## config.mk

```make
export PLATFORM = sky130hd
export DESIGN_NAME = fsr_top
export DESIGN_NICKNAME = d
export VERILOG_FILES = /design/src/verilog/fsr_pkg.sv /design/src/verilog/fsr_top.sv
export SDC_FILE = /design/constraint.sdc
export NUM_CORES = 1
export LEC_CHECK = 0
export ABC_AREA = 1
export BUFFER_PORTS_ARGS = -buffer_cell sky130_fd_sc_hd__clkbuf_2
export CAP_MARGIN = 40
export CORE_UTILIZATION = 35
export DETAILED_ROUTE_END_ITERATION = 10
export RECOVER_POWER = 50
export SETUP_SLACK_MARGIN = 0.05
export SLEW_MARGIN = 25
export SYNTH_ARGS = -nofsm -noshare
export SYNTH_HDL_FRONTEND = slang
export SYNTH_SLANG_ARGS = --single-unit
```

## constraint.sdc

```tcl
create_clock -name sys_clk -period 4.3 [get_ports sys_clk]
set_clock_uncertainty 0.05 [all_clocks]
set_input_delay 0.645 -clock sys_clk [delete_from_list [all_inputs] [get_ports sys_clk]]
set_output_delay 0.645 -clock sys_clk [all_outputs]
set_load 0.1 [all_outputs]
```

## src/verilog/fsr_pkg.sv

```systemverilog
// Package for the fault status reporting block: map, fault codes, types
// Behaviour
// - Status words 8 bits, read with upper 24 bits zero
// - Status words are read-only to software
// - Word one holds contactor, pot, memory faults
// - Word two holds sequencing, voltage, temperature faults
// - Word three holds overtemperature and driver faults
// - Word four holds precharge, overcurrent, motor faults
// - Word five holds supply, firmware, encoder faults
// - Word six: bits 2,4,6,7 only
// - Word seven: bits 1 to 7 only
// - Word eight: bits 0 to 3 only
// - Two user words, first maps codes 51-58
// - Second user word maps 59, 61-67
// - User fault without actions only blinks
// - Assigned actions follow set user fault bits
// - Each user fault has 16-bit action word
package fsr_pkg;

    localparam int FSR_AW = 12;
    localparam int FSR_SYS_WORDS = 8;
    localparam int FSR_USER_WORDS = 2;
    localparam int FSR_NUM_USER = 16;
    localparam int FSR_NUM_FAULTS = 80;
    localparam int FSR_DIV_W = 24;

    // Register map, byte addresses
    localparam logic [FSR_AW-1:0] FSR_STATUS_BASE = 12'h000;
    localparam logic [FSR_AW-1:0] FSR_USER_BASE = 12'h020;
    localparam logic [FSR_AW-1:0] FSR_ACTION_BASE = 12'h040;
    localparam logic [FSR_AW-1:0] FSR_MAP_END = 12'h080;

    // Implemented bits of each status word, lowest word first
    localparam logic [7:0] FSR_SYS_MASK [FSR_SYS_WORDS] = '{
        8'h0FF, 8'h0DF, 8'h0FF, 8'h0FF, 8'h0FF, 8'h0D4, 8'h0FE, 8'h00F};
    // Bits that exist only on pump variants
    localparam logic [7:0] FSR_PUMP_MASK [FSR_SYS_WORDS] = '{
        8'h000, 8'h000, 8'h000, 8'h000, 8'h000, 8'h080, 8'h000, 8'h007};

    // Blink code per fault index: status words 0..63, user faults 64..79
    localparam logic [7:0] FSR_CODE [FSR_NUM_FAULTS] = '{
        8'h26, 8'h27, 8'h2D, 8'h2A, 8'h29, 8'h2C, 8'h2B, 8'h2E,
        8'h2F, 8'h11, 8'h12, 8'h17, 8'h18, 8'h00, 8'h16, 8'h0F,
        8'h10, 8'h1F, 8'h20, 8'h21, 8'h22, 8'h23, 8'h1F, 8'h20,
        8'h0E, 8'h1A, 8'h1B, 8'h0C, 8'h0D, 8'h1C, 8'h31, 8'h25,
        8'h45, 8'h1D, 8'h44, 8'h19, 8'h47, 8'h48, 8'h24, 8'h49,
        8'h00, 8'h00, 8'h2F, 8'h00, 8'h59, 8'h00, 8'h57, 8'h61,
        8'h00, 8'h5B, 8'h5C, 8'h5D, 8'h5E, 8'h4B, 8'h4A, 8'h62,
        8'h5F, 8'h60, 8'h2F, 8'h63, 8'h00, 8'h00, 8'h00, 8'h00,
        8'h33, 8'h34, 8'h35, 8'h36, 8'h37, 8'h38, 8'h39, 8'h3A,
        8'h3B, 8'h3D, 8'h3E, 8'h3F, 8'h40, 8'h41, 8'h42, 8'h43};

    localparam logic [7:0] FSR_RADIX = 8'h0A;

    // Blink timing in ticks of the blink divider
    localparam int FSR_TICK_MS = 250;
    localparam int FSR_CLK_KHZ = 50000;
    localparam int FSR_TICK_CYCLES = FSR_TICK_MS * FSR_CLK_KHZ;
    localparam logic [2:0] FSR_GAP_TICKS = 3'h2;
    localparam logic [2:0] FSR_PAUSE_TICKS = 3'h4;

    typedef enum logic [2:0] {
        BL_SCAN, BL_TENS_ON, BL_TENS_OFF, BL_GAP, BL_ONES_ON, BL_ONES_OFF, BL_PAUSE
    } fsr_blink_t;

    typedef struct packed {
        logic psel;
        logic penable;
        logic pwrite;
        logic [FSR_AW-1:0] paddr;
        logic [31:0] pwdata;
        logic [3:0] pstrb;
    } fsr_apb_req_t;

    typedef struct packed {
        logic [31:0] prdata;
        logic pready;
        logic pslverr;
    } fsr_apb_rsp_t;

    typedef struct packed {
        logic [FSR_SYS_WORDS-1:0][7:0] sys;
        logic [FSR_USER_WORDS-1:0][7:0] user;
        logic [FSR_NUM_USER-1:0][15:0] action;
        logic [15:0] act_out;
        fsr_apb_rsp_t rsp;
        logic [FSR_DIV_W-1:0] div;
        logic tick;
        fsr_blink_t st;
        logic [6:0] idx;
        logic [7:0] code;
        logic [3:0] dig;
        logic [2:0] ph;
        logic led;
    } fsr_state_t;

    function automatic logic [3:0] fsr_tens(input logic [7:0] code);
        fsr_tens = 4'(code / FSR_RADIX);
    endfunction

    function automatic logic [3:0] fsr_ones(input logic [7:0] code);
        fsr_ones = 4'(code % FSR_RADIX);
    endfunction

endpackage

```

## src/verilog/fsr_top.sv

```systemverilog
// Fault status reporting block: APB register bank, action merge, LED blinker
//
// Chosen here: the APB slave port and the register addresses.
`timescale 1ns/1ps
module fsr_top #(
    parameter bit PUMP_VARIANT = 1'b0,
    parameter int TICK_CYCLES = fsr_pkg::FSR_TICK_CYCLES
) (
    input wire logic sys_clk,
    input wire logic arst_n,
    input wire fsr_pkg::fsr_apb_req_t apb_req,
    output fsr_pkg::fsr_apb_rsp_t apb_rsp,
    input wire logic [63:0] fault_detect,
    output logic [15:0] fault_actions,
    output logic led_out,
    output logic [7:0] led_code
);
    import fsr_pkg::*;

    fsr_state_t s;
    fsr_state_t n;

    logic is_status;
    logic is_user;
    logic is_action;
    logic is_bad;
    logic [3:0] word_idx;
    logic [63:0] sys_live;
    logic [FSR_NUM_FAULTS-1:0] active;

    // Address decode, shared by read and write
    always_comb begin
        word_idx = apb_req.paddr[5:2];
        is_status = 1'b0;
        is_user = 1'b0;
        is_action = 1'b0;
        if (apb_req.paddr[1:0] == 2'h0 && apb_req.paddr < FSR_MAP_END) begin
            if (apb_req.paddr >= FSR_ACTION_BASE) begin
                is_action = 1'b1;
            end else if (apb_req.paddr >= FSR_USER_BASE) begin
                is_user = (apb_req.paddr - FSR_USER_BASE) < FSR_AW'(4 * FSR_USER_WORDS);
            end else begin
                is_status = 1'b1;
            end
        end
        is_bad = !(is_status || is_user || is_action);
    end

    // Detected faults with unused and absent pump bits forced low
    always_comb begin
        for (int w = 0; w < FSR_SYS_WORDS; w++) begin
            sys_live[w*8 +: 8] = fault_detect[w*8 +: 8] & FSR_SYS_MASK[w]
                & (PUMP_VARIANT ? 8'hFF : ~FSR_PUMP_MASK[w]);
        end
    end

    assign active = {s.user, s.sys};

    always_comb begin
        logic [15:0] acc;
        logic acc_hit;
        acc = 16'h0000;
        acc_hit = apb_req.psel && apb_req.penable;
        n = s;

        // Status words sample live detection every cycle, bits 0..7 per word
        n.sys = sys_live;

        // Blink tick divider
        n.tick = 1'b0;
        if (s.div == FSR_DIV_W'(TICK_CYCLES - 1)) begin
            n.div = '0;
            n.tick = 1'b1;
        end else begin
            n.div = s.div + 1'b1;
        end

        // APB: one wait state, answer comes from flops
        n.rsp.pready = 1'b0;
        n.rsp.pslverr = 1'b0;
        n.rsp.prdata = 32'h0000_0000;
        if (acc_hit && !s.rsp.pready) begin
            n.rsp.pready = 1'b1;
            n.rsp.pslverr = is_bad;
            if (!apb_req.pwrite) begin
                if (is_status) begin
                    n.rsp.prdata = {24'h00_0000, s.sys[word_idx[2:0]]};
                end else if (is_user) begin
                    n.rsp.prdata = {24'h00_0000, s.user[word_idx[0]]};
                end else if (is_action) begin
                    n.rsp.prdata = {16'h0000, s.action[word_idx]};
                end
            end
        end
        // Writes land on the edge where pready is sampled; status words ignore them
        if (acc_hit && s.rsp.pready && apb_req.pwrite && !is_bad) begin
            if (is_user && apb_req.pstrb[0]) begin
                n.user[word_idx[0]] = apb_req.pwdata[7:0];
            end
            if (is_action) begin
                if (apb_req.pstrb[0]) begin
                    n.action[word_idx][7:0] = apb_req.pwdata[7:0];
                end
                if (apb_req.pstrb[1]) begin
                    n.action[word_idx][15:8] = apb_req.pwdata[15:8];
                end
            end
        end

        // Merge actions of every set user fault; no word set means no action
        for (int i = 0; i < FSR_NUM_USER; i++) begin
            if (s.user[i/8][i%8]) begin
                acc = acc | s.action[i];
            end
        end
        n.act_out = acc;

        // Blinker: tens flashes, gap, ones flashes, pause, then next fault
        case (s.st)
            BL_SCAN: begin
                n.led = 1'b0;
                n.idx = (s.idx == 7'(FSR_NUM_FAULTS - 1)) ? 7'h00 : s.idx + 1'b1;
                if (active == '0) begin
                    n.code = 8'h00;
                end
                if (active[s.idx]) begin
                    n.code = FSR_CODE[s.idx];
                    n.dig = fsr_tens(FSR_CODE[s.idx]);
                    n.st = BL_TENS_ON;
                    n.led = 1'b1;
                end
            end
            BL_TENS_ON, BL_ONES_ON: begin
                if (s.tick) begin
                    n.led = 1'b0;
                    n.dig = s.dig - 1'b1;
                    n.st = (s.st == BL_TENS_ON) ? BL_TENS_OFF : BL_ONES_OFF;
                end
            end
            BL_TENS_OFF: begin
                if (s.tick) begin
                    n.ph = 3'h0;
                    if (s.dig != 4'h0) begin
                        n.led = 1'b1;
                        n.st = BL_TENS_ON;
                    end else begin
                        n.st = BL_GAP;
                    end
                end
            end
            BL_GAP: begin
                if (s.tick) begin
                    n.ph = s.ph + 1'b1;
                    if (s.ph == FSR_GAP_TICKS - 1'b1) begin
                        n.ph = 3'h0;
                        n.dig = fsr_ones(s.code);
                        if (fsr_ones(s.code) == 4'h0) begin
                            n.st = BL_PAUSE;
                        end else begin
                            n.led = 1'b1;
                            n.st = BL_ONES_ON;
                        end
                    end
                end
            end
            BL_ONES_OFF: begin
                if (s.tick) begin
                    n.ph = 3'h0;
                    if (s.dig != 4'h0) begin
                        n.led = 1'b1;
                        n.st = BL_ONES_ON;
                    end else begin
                        n.st = BL_PAUSE;
                    end
                end
            end
            BL_PAUSE: begin
                if (s.tick) begin
                    n.ph = s.ph + 1'b1;
                    if (s.ph == FSR_PAUSE_TICKS - 1'b1) begin
                        n.ph = 3'h0;
                        n.st = BL_SCAN;
                    end
                end
            end
            default: begin
                n.led = 1'b0;
                n.st = BL_SCAN;
            end
        endcase
    end

    always_ff @(posedge sys_clk or negedge arst_n) begin
        if (!arst_n) begin
            s <= '0;
        end else begin
            s <= n;
        end
    end

    assign apb_rsp = s.rsp;
    assign fault_actions = s.act_out;
    assign led_out = s.led;
    assign led_code = s.code;

    logic [7:0] status_seen;
    assign status_seen = s.sys[word_idx[2:0]];
endmodule

```

==> out/results.tsv, run 1 <==
stage	metric	value	unit
status	status	finished with violations	
status	failing checks	capacitance limit, slew limit	
floorplanning	Initial Util	0.356	
hold_path	Hold Path Class	in -> reg	
clock_tree	TritonCTS clock tree	yes	
logic_synthesis	Mean Syn Cell Area	8.33	µm²
power	sw frac	0.381	
worst_setup_path	CP Data Required Time	4.76	ns
logic_synthesis	sequential fraction of the synthesis area	0.492	
sta	minimum clock period	3.83	ns
floorplanning	die area	0.0599	mm²
job	max-capacitance violation count	4	
logic_synthesis	Yosys top cell area share	0.492	
logic_synthesis	Most used DFF post-synth	dfrtp_1	
route	First-pass DRT Iterations	7	
logic_synthesis	largest cells by area after synthesis	dfrtp_1, nand2_1, o21ai_0	
clock_tree	H-tree depth	2	
logic_synthesis	post-synthesis cell area	0.0206	mm²
global_routing	largest net degree at the start of global routing	114	
clock_tree	CTS sink count	406	
power	combinational share of power	0.331	
clock_tree	Worst-Skew Late Latency	0.60	ns
power	clock share of power	0.329	
clock_tree	CTS Buffer Depth	3	
worst_setup_path	Worst setup SP type	flip-flop	
place	GPL Wtd Cong	0.916	
cells_and_area	Area growth syn-to-layout	13.8	%
sta	final setup fails	0	
worst_setup_path	most used cell, CP	nand2_1	
global_routing	global route overflow	0	
power	static leakage	10.5	nW
route	initial drt markers	2450	
clock_tree	Root Driver	clkbuf_16	
clock_tree	Num CTS Buffers	43	
cells_and_area	share of layout cells above drive strength 1	0.113	
logic_synthesis	number of flops mapped to enable cells by yosys	0	
route	post-DR wirelength/cell	22.4	µm
global_routing	vias in the first global route	18800	
sta	final hold vios	0	
sta	Worst Max-Slew Pin Slew	1.73	ns
worst_setup_path	Crit. End Element	flip-flop	
worst_setup_path	CP delay by family, top	simple AND/OR/NAND/NOR gates	
clock_tree	Clock transition at path regs	0.06	ns
floorplanning	row count	88	
route	vias per cell	5.84	
logic_synthesis	Synth cell types	54	
logic_synthesis	Seq cells post-synth	406	
logic_synthesis	Ys Warns	0	
floorplanning	IO Count	176	
floorplanning	placeable core region	0.0580	mm²
sta	fmax	261	MHz
place	hpwl dp	50.0	mm
logic_synthesis	fraction of registers with async set/reset	1.00	
sta	Fin Hold WS	0.114	ns
worst_setup_path	critical path class	reg -> reg	
worst_setup_path	Critical Path Slowest Stage Cell	dfrtp_2	
worst_setup_path	arrival time worst endpoint	4.29	ns
sta	relative slew slack	-0.150	
sta	RSZ-0062 raised after global routing	false	
place	I/O Buffers	126	
sta	total negative slack	0	ns
worst_setup_path	WP buf/inv	5	
power	Cell Int Power	7.44	mW
route	Antenna Nets Post-Route	0	
power	PD cells	512	mW/mm²
logic_synthesis	post-synthesis cell count	2478	
sta	pins over their slew limit	179	
power	Worst VDD drop	0.610	mV
cells_and_area	# diodes	0	
route	Detailed Route WL	75.0	mm
global_routing	Overall Global Routing Usage	0.247	
worst_setup_path	Critical Path Fanout Max	16	
worst_setup_path	largest stage delay on the critical path	0.54	ns
power	Net Sw Power	4.59	mW
floorplanning	Die H	245	µm
sta	fin crit share	0.890	
global_routing	initial antenna violation count	0	
cells_and_area	fin nets	2692	
floorplanning	Die X	245	µm
sta	Final WS setup	0.473	ns
route	drc violations	0	
power	Reg power frac	0.339	
route	Via Count	19600	
logic_synthesis	top cell type by total area after synthesis	dfrtp_1	
place	Setup Slack @ Placement	0.364	ns
global_routing	first-pass GRT wire length	114	mm
cells_and_area	fillers	5757	
==> kinds of logic (layout without fill, tap and decap cells) <==
logic type | Yosys count | in the layout | synth area share
simple gates | 860 | 860 | 0.173
compound gates | 783 | 783 | 0.231
buf+inv | 390 | 482 | 0.0833
xor+xnor | 15 | 15 | 0.00636
flops | 406 | 406 | 0.492
fa+ha+maj | 23 | 23 | 0.0139
other cells | 1 | 17 | 0.000182
==> worst reg2reg max path: cells and delay by family (launching register included) <==
kind / cells / cell delay [ns]
AND/OR/NAND/NOR: 25 / 2.09
AO/OA/AOI/OAI: 2 / 0.23
buffers and inverters: 5 / 0.51
adder cells (fa/ha/maj): 2 / 0.35
flip-flops: 1 / 0.54
==> state kept, by name, indices dropped and copies added (netlist names) <==
signal / cells
s: 298
active: 66
apb_rsp: 18
fault_actions: 16
led_code: 7
led_out: 1
==> Yosys cell counts (all sizes together), types with 8 or more instances <==
| master | n |
|---|---|
| a22o | 28 |
| o22ai | 124 |
| o2111ai | 8 |
| nor2 | 119 |
| a221oi | 56 |
| a21oi | 49 |
| nor3 | 27 |
| o221ai | 25 |
| a211oi | 16 |
| inv | 201 |
| buf | 85 |
| a221o | 13 |
| nand3 | 93 |
| ha | 23 |
| nor4 | 27 |
| a22oi | 10 |
| nand2 | 562 |
| xor2 | 10 |
| o21ai | 418 |
| nand4 | 23 |
| dfrtp | 406 |
| clkbuf | 103 |
==> routing by layer <==
| metal | GRT usage | routed length (µm) |
|---|---|---|
| met3 | 0.0510 | 7230 |
| met4 | 0.110 | 3300 |
| met5 | 0 | 0 |
| met2 | 0.385 | 33500 |
| met1 | 0.330 | 31000 |
==> area by class of cell <==
class,instances,area (µm²),area share
clock buffer,58,1210,0.0516
clock inverter,21,287,0.0122
inverter,202,763,0.0325
multi-input combinational,1698,8840,0.376
sequential,406,10200,0.433
tap,765,957,0.0407
timing repair buffer,201,1270,0.0540
==> what timing repair did <==
action | in CTS | in global routing
gates resized for setup | 0 | 9
setup endpoints to repair | 0 | 2
hold buffers | 0 | 1
hold endpoints to repair | 0 | 22
buffers inserted | 0 | 1
==> power groups by stage <==
stage               clock [mW]  sequential [mW]  combinational (mW)
floorplan                    0             4.13                2.85
global route              4.16             4.09                4.45
global placement             0             4.14                3.90
detailed placement           0             4.14                3.92
CTS                       4.03             4.07                3.94
finish                    3.96             4.08                3.99
==> metrics by stage <==
stage	utilization	total power [mW]	cell area, µm²	instances
after floorplan	-	6.98	20700	2494
after global placement	0.379	8.04	22000	3267
after detailed placement	0.379	8.06	22000	3267
after CTS	0.405	12.0	23500	3346
after global routing	0.405	12.7	23500	3351
final	0.405	12.0	23500	3351
==> placed cells by master (no fill, tap or decap), types with 27 or more instances in the layout <==
master     netlist  routed
a21oi_1         49      49
o22ai_1        123     123
nor2_1         116     116
nand2_1        550     547
clkbuf_2         0     116
dfrtp_1        406     405
a221oi_1        56      56
a22o_1          28      28
clkbuf_16        0      43
o21ai_0        412     411
nand3_1         92      92
nor3_1          27      27
inv_1          193     191
buf_4           61      58
==> worst paths after layout <==
kind | from | end | slack (ns) | cells past startpoint
worst max-delay path | s[18] | s[4] | 0.47 | 34
worst min-delay path | fault_detect[17] | active[17] | 0.11 | 1
worst max register to register | s[18] | s[4] | 0.47 | 34
worst min register to register | s[27] | s[27] | 0.43 | 1
max in group asynchronous | arst_n | s[292] | 0.54 | 4
min in group asynchronous | arst_n | s[108] | 0.95 | 2
No activity file was read; power rests on OpenSTA's default activity.
==> run 2: changes to the inputs <==
Settings changed: REMOVE_ABC_BUFFERS set to 1.
==> run 2 against run 1 <==
  * The flow still finishes with violations (capacitance limit, slew limit)
  * Hold slack worse by 0.0043 ns
  * Sequential power about the same
  * Critical path depth up 1
==> out/results.tsv, run 2 (synthesis gave the netlist of run 1 again) <==
stage	metric	value	unit
clock_tree	Root Driver	clkbuf_16	
clock_tree	H-tree depth	2	
job	max-capacitance violation count	2	
sta	Worst Max-Slew Pin Slew	3.07	ns
worst_setup_path	Crit. End Element	flip-flop	
place	I/O Buffers	126	
global_routing	initial antenna violation count	2	
power	Cell Int Power	7.32	mW
cells_and_area	commonest cells after routing, fill and taps aside	nand2_1, o21ai_0, dfrtp_1, inv_1, o22ai_1	
worst_setup_path	WP buf/inv	4	
place	GPL Wtd Cong	0.925	
floorplanning	Die H	245	µm
worst_setup_path	Critical Path Slowest Stage Cell	dfrtp_1	
sta	total negative slack	0	ns
global_routing	first-pass GRT wire length	111	mm
floorplanning	die area	0.0599	mm²
power	PD cells	510	mW/mm²
sta	fin crit share	0.893	
status	failing checks	capacitance limit, slew limit	
sta	final setup fails	0	
floorplanning	placeable core region	0.0580	mm²
cells_and_area	Biggest register	s	
route	vias per cell	5.72	
clock_tree	Clock transition at path regs	0.07	ns
power	total power draw	11.9	mW
route	First-pass DRT Iterations	6	
cells_and_area	share of layout cells above drive strength 1	0.110	
global_routing	global route overflow	0	
worst_setup_path	Critical Path Fanout Max	7	
global_routing	vias in the first global route	18200	
cells_and_area	fin nets	2687	
cells_and_area	max reg flops	298	
floorplanning	IO Count	176	
worst_setup_path	most used cell, CP	nand2_1	
power	Net Sw Power	4.58	mW
worst_setup_path	largest stage delay on the critical path	0.42	ns
clock_tree	Worst-Skew Late Latency	0.59	ns
clock_tree	Num CTS Buffers	46	
route	initial drt markers	2150	
sta	RSZ-0062 raised after global routing	false	
clock_tree	hold-fix buffers at CTS	0	
place	hpwl dp	49.6	mm
hold_path	Hold Path Class	in -> reg	
worst_setup_path	arrival time worst endpoint	4.31	ns
clock_tree	TritonCTS clock tree	yes	
sta	relative slew slack	-1.05	
clock_tree	CTS sink count	406	
cells_and_area	commonest non-fill, non-tap cell in the layout	nand2_1	
status	status	finished with violations	
power	clock share of power	0.320	
global_routing	Overall Global Routing Usage	0.239	
worst_setup_path	critical path class	reg -> reg	
route	Antenna Nets Post-Route	0	
floorplanning	row count	88	
power	static leakage	10.4	nW
power	Reg power frac	0.342	
route	drc violations	0	
floorplanning	Die X	245	µm
sta	minimum clock period	3.84	ns
power	sw frac	0.385	
worst_setup_path	Worst setup SP type	flip-flop	
worst_setup_path	CP delay by family, top	simple AND/OR/NAND/NOR gates	
cells_and_area	Area growth syn-to-layout	13.1	%
power	Worst VDD drop	0.408	mV
sta	fmax	260	MHz
global_routing	largest net degree at the start of global routing	148	
clock_tree	CTS Buffer Depth	3	
route	Via Count	19200	
sta	pins over their slew limit	261	
sta	final hold vios	0	
power	combinational share of power	0.338	
floorplanning	Initial Util	0.356	
route	post-DR wirelength/cell	21.7	µm
route	Detailed Route WL	72.9	mm
worst_setup_path	CP Data Required Time	4.77	ns
[run 2: changes by cell type in the layout (fill, tap and decap cells not counted), moves of 4 or more]
cell       previous run  this run
buf_12                7         2
nand2_2              13        17
clkbuf_2            116       104
nand2_1             547       543
bufinv_16             5         0
clkbuf_1             20        37
[run 2: timing repair]
item / in CTS / in global routing
setup endpoints to repair: 0 / 2
setup buffers: 0 / 7
gates resized for setup: 0 / 22
[run 2: area by class of cell]
class / instances / area (µm²)
inverters: 202 / 766
flip-flops and latches: 406 / 10200
fillers: 5811 / 34700
clock buffers: 71 / 1350
clock inverters: 14 / 100
well taps: 765 / 957
multi-input cells: 1698 / 8880
repair buffers: 193 / 1130
diodes: 2 / 5.00
[run 2: worst register-to-register path, delay by kind of cell (launching register included)]
family	cells	cell delay, ns
and+or+nand+nor	26	2.18
adders and majority gates	3	0.53
DFF	1	0.42
buffers and inverters	4	0.36
AOI/OAI and AO/OA	2	0.22
[run 2: final timing paths]
kind | slack [ns] | end | start | cells after the start
max | 0.46 | s[4] | s[16] | 35
min | 0.11 | active[18] | fault_detect[18] | 1
max reg2reg | 0.46 | s[4] | s[16] | 35
min reg2reg | 0.41 | s[27] | s[27] | 1
max in group asynchronous | 1.05 | apb_rsp[7] | arst_n | 2
min in group asynchronous | 0.30 | s[119] | arst_n | 2
[run 2: metrics by stage]
| step | instances | hold WS, ns | setup WS, ns | utilization | instance area, µm² |
|---|---|---|---|---|---|
| floorplan | 2306 | 0.299 | 0.195 | - | 19700 |
| global placement | 3255 | 0.395 | 0.296 | 0.376 | 21800 |
| detailed placement | 3256 | 0.405 | 0.240 | 0.376 | 21800 |
| CTS | 3341 | 0.0873 | 0.231 | 0.401 | 23300 |
| global route | 3350 | 0.0864 | 0.0158 | 0.402 | 23300 |
| finish | 3351 | 0.110 | 0.458 | 0.402 | 23300 |
[run 2: layer usage]
metal | routed length [µm] | track usage | vias up
met5 | 0 | 0 | -
met4 | 3090 | 0.101 | 0
met3 | 6960 | 0.0488 | 182
met2 | 32000 | 0.361 | 1027
met1 | 30800 | 0.333 | 9225
li1 | - | - | 8732
[run 2: power by group through the flow]
stage,registers (mW),logic (mW),clock network [mW]
detailed placement,4.13,3.81,0
global route,4.09,4.49,4.03
global placement,4.13,3.78,0
floorplan,4.40,2.43,0
finish,4.08,4.02,3.81
CTS,4.06,3.83,3.88
==> run 3: changes to the inputs <==
Clock period 4.3 ns to 4.1 ns, I/O delays scaled along.
==> run 3 against run 2 <==
  * The flow still finishes with violations (capacitance limit, slew limit)
  * Critical path depth shrank 5
  * Via count grew 1.1%
  * Register-to-register slack lost 0.099 ns
  * Power grew 12%
  * Sequential power grew 5.4%
  * Clock-buffer cell count shrank 18
  * Die area is the same
  * Cell count grew 0.51%
  * Hold slack lost 0.038 ns
  * First-iteration DRC count shrank 1.0%
  * Sequential share of layout area shrank 0.84 points
  * Clock power grew 24%
  * Highest routed layer is now met5
==> out/results.tsv, run 3 (synthesis gave the netlist of run 1 again) <==
stage	metric	value	unit
status	status	finished with violations	
status	failing checks	capacitance limit, slew limit	
place	placed cells	3274	
power	PD cells	559	mW/mm²
global_routing	initial antenna violation count	1	
route	Antenna Nets Post-Route	0	
global_routing	global route overflow	0	
cells_and_area	Area growth syn-to-layout	15.3	%
cells_and_area	Non-Filler Instances	3368	
global_routing	vias in the first global route	18400	
clock_tree	Root Driver	clkbuf_16	
place	hpwl dp	50.7	mm
cells_and_area	commonest non-fill, non-tap cell in the layout	nand2_1	
cells_and_area	fillers	5760	
worst_setup_path	Worst setup SP type	flip-flop	
floorplanning	row count	88	
place	Setup Slack @ Placement	0.233	ns
floorplanning	Die H	245	µm
job	max-capacitance violation count	1	
clock_tree	CTS sink count	406	
clock_tree	TritonCTS clock tree	yes	
sta	fmax	267	MHz
route	First-pass DRT Iterations	5	
cells_and_area	max reg flops	298	
clock_tree	CTS Buffer Depth	3	
clock_tree	Num CTS Buffers	46	
sta	relative slew slack	-0.344	
cells_and_area	Biggest register	s	
power	Worst VDD drop	0.462	mV
sta	fin crit share	0.913	
sta	Fin Hold WS	0.0717	ns
power	total power draw	13.3	mW
place	GPL Wtd Cong	0.942	
power	static leakage	10.6	nW
cells_and_area	share of layout cells above drive strength 1	0.121	
route	initial drt markers	2128	
floorplanning	Initial Util	0.356	
cells_and_area	fin nets	2705	
cells_and_area	commonest cells after routing, fill and taps aside	nand2_1, o21ai_0, dfrtp_1, inv_1, o22ai_1	
route	drc violations	0	
route	post-DR wirelength/cell	21.7	µm
worst_setup_path	CP Data Required Time	4.53	ns
sta	pins over their slew limit	76	
worst_setup_path	largest stage delay on the critical path	0.43	ns
worst_setup_path	arrival time worst endpoint	4.18	ns
sta	Final WS setup	0.359	ns
worst_setup_path	critical path class	reg -> reg	
sta	Worst Max-Slew Pin Slew	2.02	ns
route	Via Count	19400	
floorplanning	die area	0.0599	mm²
floorplanning	Die X	245	µm
sta	total negative slack	0	ns
sta	final setup fails	0	
worst_setup_path	Crit. End Element	flip-flop	
worst_setup_path	Critical Path Slowest Stage Cell	dfrtp_1	
route	Detailed Route WL	73.1	mm
sta	RSZ-0062 raised after global routing	false	
floorplanning	placeable core region	0.0580	mm²
global_routing	first-pass GRT wire length	111	mm
cells_and_area	# diodes	0	
clock_tree	Worst-Skew Late Latency	0.60	ns
place	I/O Buffers	126	
global_routing	largest net degree at the start of global routing	94	
hold_path	Hold Path Class	in -> reg	
worst_setup_path	Critical Path Fanout Max	7	
sta	final hold vios	0	
floorplanning	IO Count	176	
sta	minimum clock period	3.74	ns
global_routing	Overall Global Routing Usage	0.240	
clock_tree	Clock transition at path regs	0.07	ns
clock_tree	H-tree depth	2	
route	vias per cell	5.75	
[run 3: changes by cell type in the layout (fill, tap and decap cells not counted), moves of 3 or more]
cell        previous run  this run
clkbuf_1              37        25
bufinv_16              0        11
buf_4                 61        71
clkbuf_8              10         5
clkinvlp_4             3         7
ha_2                   2         5
nand2_2               17        14
[run 3: final timing paths]
path	end	startpoint	cells past startpoint	slack (ns)
setup / recovery	s[4]	s[16]	30	0.36
hold / removal	active[19]	fault_detect[19]	1	0.07
setup reg to reg	s[4]	s[16]	30	0.36
hold reg to reg	s[27]	s[27]	1	0.41
max in group asynchronous	apb_rsp[0]	arst_n	3	0.63
min in group asynchronous	s[151]	arst_n	2	1.08
[run 3: repair_timing]
item	CTS	global route
buffers inserted	0	7
setup endpoints to repair	0	2
endpoints found under the hold margin	70	0
hold buffers	1	0
resized for setup	0	22
[run 3: layer usage]
metal	track usage	wire length [µm]	vias to the layer above	share of wire
met5	0	13	-	0.00018
met4	0.103	3010	2	0.041
met3	0.0576	7110	192	0.097
met2	0.362	32200	991	0.44
met1	0.328	30700	9427	0.42
li1	-	-	8769	-
[run 3: power by group]
group          total, mW  internal (mW)  switching (mW)
clock network       4.73           2.90            1.82
registers           4.30           4.13           0.164
logic               4.29           1.38            2.91
total               13.3           8.42            4.90
[run 3: critical path: cells and delay by family, from the launching register on]
family	cells	cell delay (ns)
compound gates	6	0.64
simple gates	16	1.36
flops	1	0.43
fa+ha+maj	3	0.79
buf+inv	5	0.38
[run 3: stage by stage]
stage	utilization	area, µm²
after floorplan	-	19700
after global placement	0.379	22000
after detailed placement	0.379	22000
after CTS	0.410	23800
after global routing	0.410	23800
final	0.410	23800
[run 3: final cells by class]
class                      count  area [µm²]  share of cell area
clock buffer                  53        1250              0.0525
clock inverter                33         502              0.0211
inverter                     202         763              0.0321
multi-input combinational   1698        8880               0.373
sequential                   406       10200               0.427
tap                          765         957              0.0402
timing repair buffer         211        1290              0.0543
